<file path="src/hdl/decenc_map.svh">
// Offsets, fields, codes and reset values of the device error byte encoder
`ifndef DECENC_MAP_SVH
`define DECENC_MAP_SVH
`define DECENC_AW          4
`define DECENC_OFF_CTRL    4'h0
`define DECENC_OFF_STAT    4'h4
`define DECENC_OFF_BYTES   4'h8
`define DECENC_OFF_CMD     4'hc
`define DECENC_CTRL_EN     0
`define DECENC_CTRL_COR    1
`define DECENC_CTRL_RST    1'b1
`define DECENC_STAT_VALID  0
`define DECENC_STAT_FORM   1
`define DECENC_STAT_LOST   3
`define DECENC_STAT_BAD    4
`define DECENC_STAT_CNT    8
`define DECENC_CMD_REL     0
`define DECENC_RESP_OKAY   2'h0
`define DECENC_RESP_DECERR 2'h3
`define DECENC_KEY_NONE    4'h0
`define DECENC_KEY_RECOV   4'h1
`define DECENC_KEY_MEDIUM  4'h3
`define DECENC_KEY_HARD    4'h4
`define DECENC_DIAG_LO     8'h40
`define DECENC_B18_CPU     8'h41
`define DECENC_B18_WMEM    8'h42
`define DECENC_B18_CSUM    8'h43
`define DECENC_B18_BIC     8'h44
`define DECENC_B18_BUF     8'h45
`define DECENC_B18_DCC     8'h46
`define DECENC_B18_WR      8'h47
`define DECENC_SUB_ZERO    8'h00
`define DECENC_SUB_DREG    8'h11
`define DECENC_SUB_DFADE   8'h12
`define DECENC_SUB_AREG    8'h21
`define DECENC_SUB_AFADE   8'h22
`define DECENC_SUB_COND    8'h31
`define DECENC_SUB_AMODE   8'h32
`define DECENC_SUB_WALK0   8'h11
`define DECENC_SUB_WALK1   8'h12
`define DECENC_SUB_MARCH   8'h20
`define DECENC_SUB_COMPL   8'h30
`define DECENC_SUB_ADDR    8'h40
`define DECENC_SUB_BRAM    8'h30
`define DECENC_SUB_BREG    8'h50
`define DECENC_SUB_BCMD    8'h51
`define DECENC_SUB_BMSGO   8'h52
`define DECENC_SUB_BMSGI   8'h53
`define DECENC_SUB_BST0    8'h54
`define DECENC_SUB_BST1    8'h55
`define DECENC_SUB_BPATH   8'h56
`define DECENC_SUB_DCCREG  8'h60
`define DECENC_SUB_ASCMAX  8'h7f
`define DECENC_SUB_BUFCMP  8'h81
`define DECENC_MECH_EXT    2
`endif

</file>
<file path="src/hdl/decenc_pkg.sv">
// Types shared by the device error byte encoder
package decenc_pkg;
  typedef enum logic [2:0] {
    DECENC_UNIT_CPU  = 3'h0,
    DECENC_UNIT_WMEM = 3'h1,
    DECENC_UNIT_CSUM = 3'h2,
    DECENC_UNIT_BIC  = 3'h3,
    DECENC_UNIT_BUF  = 3'h4,
    DECENC_UNIT_DCC  = 3'h5,
    DECENC_UNIT_WR   = 3'h6
  } decenc_unit_t;
  typedef enum logic [1:0] {
    DECENC_FORM_NONE = 2'h0,
    DECENC_FORM_MECH = 2'h1,
    DECENC_FORM_DIAG = 2'h2,
    DECENC_FORM_DCC  = 2'h3
  } decenc_form_t;
  typedef struct packed {
    logic flag;
  } decenc_sticky_t;
endpackage : decenc_pkg

</file>
<file path="src/hdl/decenc_core.sv">
// Device error byte encoder with AXI4-Lite register access
//
// Decided for this implementation: the address map and the AXI4-Lite register port.
`timescale 1ns/1ns
`default_nettype none
`include "decenc_map.svh"
module decenc_core (
  input  wire logic                 aclk,          // Clock, 250 MHz
  input  wire logic                 aresetn,       // Synchronous reset, active low
  input  wire logic [`DECENC_AW-1:0] s_axi_awaddr, // Write address
  input  wire logic [2:0]           s_axi_awprot,  // Write protection, unused
  input  wire logic                 s_axi_awvalid, // Write address valid
  output logic                      s_axi_awready, // Write address ready
  input  wire logic [31:0]          s_axi_wdata,   // Write data
  input  wire logic [3:0]           s_axi_wstrb,   // Write byte strobes
  input  wire logic                 s_axi_wvalid,  // Write data valid
  output logic                      s_axi_wready,  // Write data ready
  output logic [1:0]                s_axi_bresp,   // Write response
  output logic                      s_axi_bvalid,  // Write response valid
  input  wire logic                 s_axi_bready,  // Write response ready
  input  wire logic [`DECENC_AW-1:0] s_axi_araddr, // Read address
  input  wire logic [2:0]           s_axi_arprot,  // Read protection, unused
  input  wire logic                 s_axi_arvalid, // Read address valid
  output logic                      s_axi_arready, // Read address ready
  output logic [31:0]               s_axi_rdata,   // Read data
  output logic [1:0]                s_axi_rresp,   // Read response
  output logic                      s_axi_rvalid,  // Read data valid
  input  wire logic                 s_axi_rready,  // Read data ready
  input  wire logic                 diag_evt,      // Diagnostic failure pulse
  input  wire logic [2:0]           diag_unit,     // Failing unit
  input  wire logic [7:0]           diag_code,     // Failure subcode
  input  wire logic                 dcc_evt,       // Controller chip error pulse
  input  wire logic                 dcc_medium,    // Unrecovered medium error
  input  wire logic [6:0]           dcc_stat18,    // Controller status bits 7..1
  input  wire logic [7:0]           dcc_stat19,    // Controller error bits 7..0
  input  wire logic [7:0]           dcc_retries,   // Retries attempted
  input  wire logic                 mech_evt,      // Mechanism status pulse
  input  wire logic                 mech_hard,     // Mechanism fault is hard
  input  wire logic [5:0]           mech_stat18,   // Mechanism byte 18 bits 5..0
  input  wire logic [6:0]           mech_stat19,   // Mechanism byte 19 bits 7..1
  input  wire logic [7:0]           mech_ext,      // Extended mechanism status
  input  wire logic                 sense_read_done, // Initiator read the sense
  output logic                      err_valid,     // Error bytes held
  output logic [1:0]                err_form,      // Form of the held bytes
  output logic [3:0]                sense_key,     // Sense key to report
  output logic [7:0]                err_byte18,    // Device error byte 18
  output logic [7:0]                err_byte19,    // Device error byte 19
  output logic [7:0]                err_byte20,    // Device error byte 20
  output logic [7:0]                err_byte21     // Device error byte 21
);
  typedef struct packed {
    logic                  aw_have;
    logic [`DECENC_AW-1:0] aw_addr;
    logic                  w_have;
    logic [31:0]           w_data;
    logic [3:0]            w_strb;
    logic                  bvalid;
    logic [1:0]            bresp;
    logic                  rvalid;
    logic [31:0]           rdata;
    logic [1:0]            rresp;
    logic                  cap_en;
    logic                  cor;
    logic                  valid;
    decenc_pkg::decenc_form_t form;
    logic [3:0]            key;
    logic [7:0]            b18;
    logic [7:0]            b19;
    logic [7:0]            b20;
    logic [7:0]            b21;
    logic [7:0]            cnt;
  } decenc_core_t;

  decenc_core_t r;
  decenc_core_t next_r;

  logic       aw_take;
  logic       w_take;
  logic       wr_go;
  logic       rd_go;
  logic [31:0] rd_data;
  logic [1:0] rd_resp;
  logic [1:0] wr_resp;
  logic       cmd_rel;
  logic       lost_clr;
  logic       bad_clr;
  logic       release_now;
  logic       free;
  logic       take_diag;
  logic       take_dcc;
  logic       take_mech;
  logic       lost_set;
  logic       bad_set;
  logic       lost;
  logic       bad;
  logic [7:0] diag_b18;
  logic [7:0] diag_b19;
  logic       diag_legal;

  // Handshake outputs follow the holding flags
  assign s_axi_awready = !r.aw_have && !r.bvalid;
  assign s_axi_wready  = !r.w_have && !r.bvalid;
  assign s_axi_arready = !r.rvalid;
  assign s_axi_bvalid  = r.bvalid;
  assign s_axi_bresp   = r.bresp;
  assign s_axi_rvalid  = r.rvalid;
  assign s_axi_rdata   = r.rdata;
  assign s_axi_rresp   = r.rresp;

  // Bus events: a write runs once address and data are both held
  assign aw_take = s_axi_awvalid && s_axi_awready;
  assign w_take  = s_axi_wvalid && s_axi_wready;
  assign wr_go   = r.aw_have && r.w_have && !r.bvalid;
  assign rd_go   = s_axi_arvalid && s_axi_arready;

  // Write decode: control fields, clears and release command
  always_comb begin
    wr_resp  = `DECENC_RESP_OKAY;
    cmd_rel  = 1'b0;
    lost_clr = 1'b0;
    bad_clr  = 1'b0;
    case (r.aw_addr)
      `DECENC_OFF_CTRL: ;
      `DECENC_OFF_BYTES: ;
      `DECENC_OFF_STAT: begin
        lost_clr = wr_go && r.w_strb[0] && r.w_data[`DECENC_STAT_LOST];
        bad_clr  = wr_go && r.w_strb[0] && r.w_data[`DECENC_STAT_BAD];
      end
      `DECENC_OFF_CMD: begin
        cmd_rel = wr_go && r.w_strb[0] && r.w_data[`DECENC_CMD_REL];
      end
      default: wr_resp = `DECENC_RESP_DECERR;
    endcase
  end

  // Read mux: control, status with capture count, the four bytes
  always_comb begin
    rd_data = 32'h0;
    rd_resp = `DECENC_RESP_OKAY;
    case (s_axi_araddr)
      `DECENC_OFF_CTRL: begin
        rd_data[`DECENC_CTRL_EN]  = r.cap_en;
        rd_data[`DECENC_CTRL_COR] = r.cor;
      end
      `DECENC_OFF_STAT: begin
        rd_data[`DECENC_STAT_VALID]            = r.valid;
        rd_data[`DECENC_STAT_FORM +: 2]        = r.form;
        rd_data[`DECENC_STAT_LOST]             = lost;
        rd_data[`DECENC_STAT_BAD]              = bad;
        rd_data[`DECENC_STAT_CNT +: 8]         = r.cnt;
      end
      `DECENC_OFF_BYTES: rd_data = {r.b18, r.b19, r.b20, r.b21};
      `DECENC_OFF_CMD: ;
      default: rd_resp = `DECENC_RESP_DECERR;
    endcase
  end

  // Held bytes are released by the initiator, a command or a read
  assign release_now = sense_read_done || cmd_rel ||
                       (rd_go && r.cor && (s_axi_araddr == `DECENC_OFF_BYTES));
  assign free = !r.valid || release_now;

  // One source is taken per cycle: diagnostics first, then controller
  assign take_diag = diag_evt && r.cap_en && free;
  assign take_dcc  = dcc_evt && !diag_evt && r.cap_en && free;
  assign take_mech = mech_evt && !diag_evt && !dcc_evt && r.cap_en && free;

  // Any event refused while enabled is reported as lost
  assign lost_set = r.cap_en && ((diag_evt && !take_diag) ||
                                 (dcc_evt && !take_dcc) ||
                                 (mech_evt && !take_mech));
  assign bad_set  = take_diag && !diag_legal;

  // Unit and subcode mapping for the diagnostic form
  decenc_diag_check u_diag (
    .unit  (diag_unit),
    .code  (diag_code),
    .b18   (diag_b18),
    .b19   (diag_b19),
    .legal (diag_legal)
  );

  // Event lost flag, write one to clear
  decenc_sticky u_lost (
    .aclk    (aclk),
    .aresetn (aresetn),
    .set     (lost_set),
    .clr     (lost_clr),
    .flag    (lost)
  );

  // Undefined unit or subcode flag, write one to clear
  decenc_sticky u_bad (
    .aclk    (aclk),
    .aresetn (aresetn),
    .set     (bad_set),
    .clr     (bad_clr),
    .flag    (bad)
  );

  // Next state of bus slave and error byte store
  always_comb begin
    next_r = r;
    // Write address and data are caught in either order
    if (aw_take) begin
      next_r.aw_have = 1'b1;
      next_r.aw_addr = s_axi_awaddr;
    end
    if (w_take) begin
      next_r.w_have = 1'b1;
      next_r.w_data = s_axi_wdata;
      next_r.w_strb = s_axi_wstrb;
    end
    // Write executes, then the response waits for bready
    if (wr_go) begin
      next_r.aw_have = 1'b0;
      next_r.w_have  = 1'b0;
      next_r.bvalid  = 1'b1;
      next_r.bresp   = wr_resp;
      if ((r.aw_addr == `DECENC_OFF_CTRL) && r.w_strb[0]) begin
        next_r.cap_en = r.w_data[`DECENC_CTRL_EN];
        next_r.cor    = r.w_data[`DECENC_CTRL_COR];
      end
    end
    if (r.bvalid && s_axi_bready) next_r.bvalid = 1'b0;
    // Read data are registered and held until rready
    if (rd_go) begin
      next_r.rvalid = 1'b1;
      next_r.rdata  = rd_data;
      next_r.rresp  = rd_resp;
    end
    if (r.rvalid && s_axi_rready) next_r.rvalid = 1'b0;
    // Release clears the bytes; a new capture in the same cycle wins
    if (release_now) begin
      next_r.valid = 1'b0;
      next_r.form  = decenc_pkg::DECENC_FORM_NONE;
      next_r.key   = `DECENC_KEY_NONE;
      next_r.b18   = 8'h0;
      next_r.b19   = 8'h0;
      next_r.b20   = 8'h0;
      next_r.b21   = 8'h0;
    end
    // Diagnostic result form, bytes 20 and 21 zero
    if (take_diag) begin
      next_r.valid = 1'b1;
      next_r.form  = decenc_pkg::DECENC_FORM_DIAG;
      next_r.key   = `DECENC_KEY_HARD;
      next_r.b18   = diag_b18;
      next_r.b19   = diag_b19;
      next_r.b20   = 8'h0;
      next_r.b21   = 8'h0;
    end
    // Controller status form; bit 7 kept set to stay in range
    if (take_dcc) begin
      next_r.valid = 1'b1;
      next_r.form  = decenc_pkg::DECENC_FORM_DCC;
      next_r.key   = dcc_medium ? `DECENC_KEY_MEDIUM : `DECENC_KEY_RECOV;
      next_r.b18   = {1'b1, dcc_stat18[5:0], 1'b0};
      next_r.b18[7] = 1'b1 | dcc_stat18[6];
      next_r.b19   = dcc_stat19;
      next_r.b20   = 8'h0;
      next_r.b21   = dcc_retries;
    end
    // Mechanism status form, byte 21 only with extended status
    if (take_mech) begin
      next_r.valid = 1'b1;
      next_r.form  = decenc_pkg::DECENC_FORM_MECH;
      next_r.key   = mech_hard ? `DECENC_KEY_HARD : `DECENC_KEY_RECOV;
      next_r.b18   = {2'b00, mech_stat18};
      next_r.b19   = {mech_stat19, 1'b0};
      next_r.b20   = 8'h0;
      next_r.b21   = mech_stat19[`DECENC_MECH_EXT - 1] ? mech_ext : 8'h0;
    end
    // Count of captured faults, wraps
    if (take_diag || take_dcc || take_mech) next_r.cnt = r.cnt + 8'h1;
  end

  // State register
  always_ff @(posedge aclk) begin
    if (!aresetn) begin
      r        <= '0;
      r.cap_en <= `DECENC_CTRL_RST;
    end else begin
      r <= next_r;
    end
  end

  // Held bytes drive the sense data path
  assign err_valid  = r.valid;
  assign err_form   = r.form;
  assign sense_key  = r.key;
  assign err_byte18 = r.b18;
  assign err_byte19 = r.b19;
  assign err_byte20 = r.b20;
  assign err_byte21 = r.b21;
endmodule : decenc_core
`default_nettype wire

</file>
<file path="src/hdl/decenc_diag_check.sv">
// Maps a diagnostic failure unit and subcode onto bytes 18 and 19
`timescale 1ns/1ns
`default_nettype none
`include "decenc_map.svh"
module decenc_diag_check (
  input  wire logic [2:0] unit,   // Failing unit
  input  wire logic [7:0] code,   // Raw subcode
  output logic      [7:0] b18,    // Byte 18 value
  output logic      [7:0] b19,    // Byte 19 value
  output logic            legal   // Subcode is a defined one
);
  // Unit selects byte 18, subcode is checked against its list; the checksum unit accepts any subcode and sends 00
  always_comb begin
    b19   = code;
    legal = 1'b1;
    case (decenc_pkg::decenc_unit_t'(unit))
      decenc_pkg::DECENC_UNIT_CPU: begin
        b18   = `DECENC_B18_CPU;
        legal = code inside {`DECENC_SUB_DREG, `DECENC_SUB_DFADE, `DECENC_SUB_AREG,
                             `DECENC_SUB_AFADE, `DECENC_SUB_COND, `DECENC_SUB_AMODE};
      end
      decenc_pkg::DECENC_UNIT_WMEM: begin
        b18   = `DECENC_B18_WMEM;
        legal = code inside {`DECENC_SUB_WALK0, `DECENC_SUB_WALK1,
                             `DECENC_SUB_MARCH, `DECENC_SUB_COMPL};
      end
      decenc_pkg::DECENC_UNIT_CSUM: begin
        b18 = `DECENC_B18_CSUM;
        b19 = `DECENC_SUB_ZERO;
      end
      decenc_pkg::DECENC_UNIT_BIC: begin
        b18   = `DECENC_B18_BIC;
        legal = code inside {`DECENC_SUB_BRAM, [`DECENC_SUB_BREG:`DECENC_SUB_BPATH]};
      end
      decenc_pkg::DECENC_UNIT_BUF: begin
        b18   = `DECENC_B18_BUF;
        legal = code inside {`DECENC_SUB_WALK0, `DECENC_SUB_WALK1, `DECENC_SUB_MARCH,
                             `DECENC_SUB_COMPL, `DECENC_SUB_ADDR};
      end
      decenc_pkg::DECENC_UNIT_DCC: begin
        b18   = `DECENC_B18_DCC;
        legal = (code == `DECENC_SUB_DCCREG);
      end
      decenc_pkg::DECENC_UNIT_WR: begin
        b18   = `DECENC_B18_WR;
        legal = (code <= `DECENC_SUB_ASCMAX) || (code == `DECENC_SUB_BUFCMP);
      end
      default: begin
        b18   = `DECENC_DIAG_LO;
        legal = 1'b0;
      end
    endcase
  end
endmodule : decenc_diag_check
`default_nettype wire

</file>
<file path="src/hdl/decenc_sticky.sv">
// Sticky flag where a set beats a clear in the same cycle
`timescale 1ns/1ns
`default_nettype none
module decenc_sticky (
  input  wire logic aclk,     // Clock
  input  wire logic aresetn,  // Synchronous reset, active low
  input  wire logic set,      // Event sets the flag
  input  wire logic clr,      // Software clear
  output logic      flag      // Flag state
);
  decenc_pkg::decenc_sticky_t r;
  decenc_pkg::decenc_sticky_t next_r;

  // Clear first so a simultaneous set survives
  always_comb begin
    next_r = r;
    if (clr) next_r.flag = 1'b0;
    if (set) next_r.flag = 1'b1;
  end

  // State register
  always_ff @(posedge aclk) begin
    if (!aresetn) r <= '0;
    else r <= next_r;
  end

  assign flag = r.flag;
endmodule : decenc_sticky
`default_nettype wire
</file>
<file path="config.mk">
export PLATFORM = sky130hd
export DESIGN_NAME = decenc_core
export DESIGN_NICKNAME = d
export VERILOG_FILES = /design/src/hdl/decenc_pkg.sv /design/src/hdl/decenc_core.sv /design/src/hdl/decenc_diag_check.sv /design/src/hdl/decenc_sticky.sv
export VERILOG_INCLUDE_DIRS = /design/src /design/src/hdl
export SDC_FILE = /design/constraint.sdc
export NUM_CORES = 1
export LEC_CHECK = 0
export BUFFER_PORTS_ARGS = -buffer_cell sky130_fd_sc_hd__buf_2
export CAP_MARGIN = 5
export CORE_MARGIN = 8
export CORE_UTILIZATION = 53
export CTS_CLUSTER_DIAMETER = 80
export DETAILED_ROUTE_END_ITERATION = 10
export PLACE_DENSITY = 0.87
export SYNTH_ARGS = -nofsm -noshare
export SYNTH_HDL_FRONTEND = slang
export SYNTH_HIERARCHICAL = 1
export SYNTH_SLANG_ARGS = --single-unit
export TNS_END_PERCENT = 50
</file>
<file path="constraint.sdc">
create_clock -name aclk -period 4.62 [get_ports aclk]
set_clock_uncertainty 0.15 [all_clocks]
set_input_delay 0.231 -clock aclk [delete_from_list [all_inputs] [get_ports aclk]]
set_output_delay 0.231 -clock aclk [all_outputs]
set_load 0.02 [all_outputs]
</file>
==> impl_metrics.csv <==
group,metric,value,unit
global_route,grt_pass1_vias,4077,
finish,regArea,0.00178,mm2
routing,drt_iter0_drc,367,
yosys,synth_top_area_cell,"dfxtp_1",
finish,final_core_utilization,58.8,%
timing,setup_tns,0,ns
clocking,cts_resized,0,
clocking,clk_latency,0.36,ns
critical_path,path_class,"reg2reg",
floorplanning,dieArea,0.0124,mm2
timing,whs,0.0261,ns
global_route,grt-ovfl-total,0,
timing,setup_viol,0,
clocking,cts_buffer_depth,2,
yosys,synth-seq-cells,89,
pwr,p_int,0.00118,W
placement,io_buffers,150,
routing,drc,0,
placement,dpl.hpwl,9100,um
critical_path,critical-path-slowest-cell,"a311oi_4",
global_route,antenna_found_initial,1,
finish,final_common_cell,"buf_2",
pwr,leakage,2.27,nW
yosys,yosysSeqAreaShare,36.8,%
floorplanning,die_w,112,um
finish,multi_input_area,0.00231,mm2
routing,vias,3917,
finish,nNetsFinal,717,
min_path,hold_depth,3,
min_path,hp-class,"in2reg",
routing,detail-route-antenna-nets,0,
yosys,synth-async-reset-ratio,0,%
clocking,clk_pin_slew_worst_paths,0.09,ns
routing,routedWlPerCell,17.7,um
critical_path,timing.rr.start,"s_axi_bvalid",
routing,via_per_inst,5.49,
critical_path,startpoint_type,"flop",
timing,finalMaxSlewViolations,0,
critical_path,worst_ep_arrival_time,2.74,ns
floorplanning,core_area,0.00906,mm2
run,cap_violations,0,
floorplanning,num_rows,35,
routing,wl,12600,um
yosys,synth_xor_area_share,0.906,%
timing,hold_violations,0,
placement,place_worst_setup_slack,2.05,ns
clocking,h-tree-depth,3,
timing,rsz0062_at_grt,"no",
clocking,clock-sinks,89,
pwr,pwr-share-comb,16.6,%
placement,gp_congestion,0.870,
finish,finish.instance_area,0.00533,mm2
yosys,yosysUniqueCellTypes,59,
yosys,synth_top_area_share,36.8,%
pwr,swShare,28.5,%
clocking,cts_tree,"done",
critical_path,r2r_cells,5,
critical_path,crit_chain,"and3b_1 > a41o_1 > a311oi_4 > o2bb2ai_1 > and2_1",
critical_path,cp.required,4.77,ns
timing,fin_crit,2.59,ns
placement,place_area,0.00503,mm2
pwr,seqPwrFrac,50.1,%
yosys,synthSimpleGateAreaFrac,22.2,%
pwr,clkPwrFrac,33.3,%
routing,drtPass1Iterations,7,
floorplanning,initial_core_util,53.3,%
yosys,syn_area,0.00484,mm2
yosys,synth_cells,530,
pwr,p_per_area,309,mW/mm2
status,status,"finished clean",
yosys,synth_top_family_by_area,"simple AND/OR/NAND/NOR gates",
pwr,power_switching,0.000470,W
floorplanning,ios,198,
critical_path,reg2reg_to,"err_byte21[7]",
global_route,grtUsageTotal,20.0,%
finish,syn_to_final_growth,10.2,%
critical_path,max_stage_delay,1.03,ns
global_route,grt_pass1_wl,20500,um
finish,nFillCells,817,
timing,post-route-period-util,56.1,%
yosys,avgSynthCellArea,9.12,um2
global_route,grt_max_degree,63,
yosys,muxShareOfSynthArea,2.90,%
yosys,synth-main-ff-cell,"dfxtp_1",
critical_path,r2r_slack,2.03,ns
timing,slew_headroom,16.9,%
yosys,synthAdderAreaFrac,0.466,%
clocking,cts_buffers,9,
timing,worst_pin_slew,1.25,ns
critical_path,critPathCaptureType,"flop",
yosys,synth-compound-area-share,20.3,%
yosys,ys_warn_count,6,
pwr,ir_drop,166,uV
timing,fmax,386,MHz
clocking,ctsRootBufferMaster,"clkbuf_8",
min_path,min_to,"s_axi_bvalid",
timing,setup_ws,2.03,ns
finish,final_cell_mix,"buf_2 (150), dfxtp_1 (89), nor2b_1 (54)",
critical_path,cp_max_fo,24,
floorplanning,die_h,112,um
yosys,synth_edf_count,0,
yosys,synth_top_cells_by_area,"dfxtp_1 (37%), buf_4 (13%), nor2b_1 (7.0%)",
min_path,hp-start,"s_axi_bready",
finish,drive_above_1_share,29.9,%
[critical path: cells and delay by family, from the launching register on]
kind	cells	cell delay, ns
AO/OA/AOI/OAI	3	1.58
AND/OR/NAND/NOR	2	0.40
flip-flops	1	0.40
[power by group through the flow]
stage	Combinational, W	Sequential, W	Clock, W
5_1_grt	0.000299	0.000830	0.000590
2_1_floorplan	0.000209	0.000836	0
6_report	0.000274	0.000826	0.000550
3_5_place_dp	0.000265	0.000843	0
3_3_place_gp	0.000259	0.000841	0
4_1_cts	0.000273	0.000825	0.000563
[metrics by stage]
step           total power, W  cells
6_report              0.00165    714
3_3_place_gp          0.00110    688
2_1_floorplan         0.00104    541
3_5_place_dp          0.00111    688
4_1_cts               0.00166    713
5_1_grt               0.00172    714
[cell usage after synthesis, types with 7 or more instances]
master	count
a22oi_1	41
and2_1	28
nor2b_1	54
buf_2	9
o21a_1	7
mux2i_1	14
buf_4	81
nor3_1	7
o2bb2ai_1	22
nor3b_1	8
dfxtp_1	89
a21oi_1	7
nand2_1	20
clkbuf_1	25
a222oi_1	11
nor2_1	10
[metal layers]
metal,global-route usage [%],vias up,wire length (um)
li1,-,1929,-
met1,22.9,1838,5320
met2,34.2,128,6200
met3,6.39,22,838
met4,7.20,0,273
met5,0,-,0
[logic make-up (layout without fill, tap and decap cells)]
logic type                 count (synthesis)  after routing
muxes                                     14             14
xor gates and xnor gates                   5              5
and+or+nand+nor                          172            172
other                                      3             15
buffers and inverters                    122            183
AOI/OAI and AO/OA                        123            123
DFF                                       89             89
adders and majority gates                  2              2
[flip-flops by register name (all words and copies together), names as in the netlist]
signal        cells
s_axi_rresp       1
s_axi_rvalid      1
err_form          2
u_lost/flag       1
s_axi_bvalid      1
u_bad/flag        1
err_byte18        8
err_valid         1
sense_key         3
err_byte21        8
s_axi_bresp       1
r                21
s_axi_rdata      32
err_byte19        8
[worst max-delay path by stage]
stage                            start             to
after detailed placement  s_axi_rvalid           r[4]
after CTS                 s_axi_rvalid           r[4]
after global placement    s_axi_bvalid  err_byte18[4]
after floorplan           s_axi_bvalid  err_byte19[1]
after global routing      s_axi_rvalid           r[4]
final                     s_axi_bvalid  err_byte21[7]
[area by class of cell]
type,instances,area share [%]
timing repair buffer,163,16.4
antenna,1,0.0469
inverter,5,0.352
tap,111,2.61
multi-input combinational,330,43.4
sequential,89,33.4
clock inverter,5,1.20
clock buffer,10,2.58
[timing repair]
action / 4_1_cts / 5_1_grt
hold buffers: 10 / 0
setup endpoints to repair: 0 / 0
hold endpoints to repair: 9 / 0
buffers inserted: 0 / 0
Power figures use the tool's default switching activity.
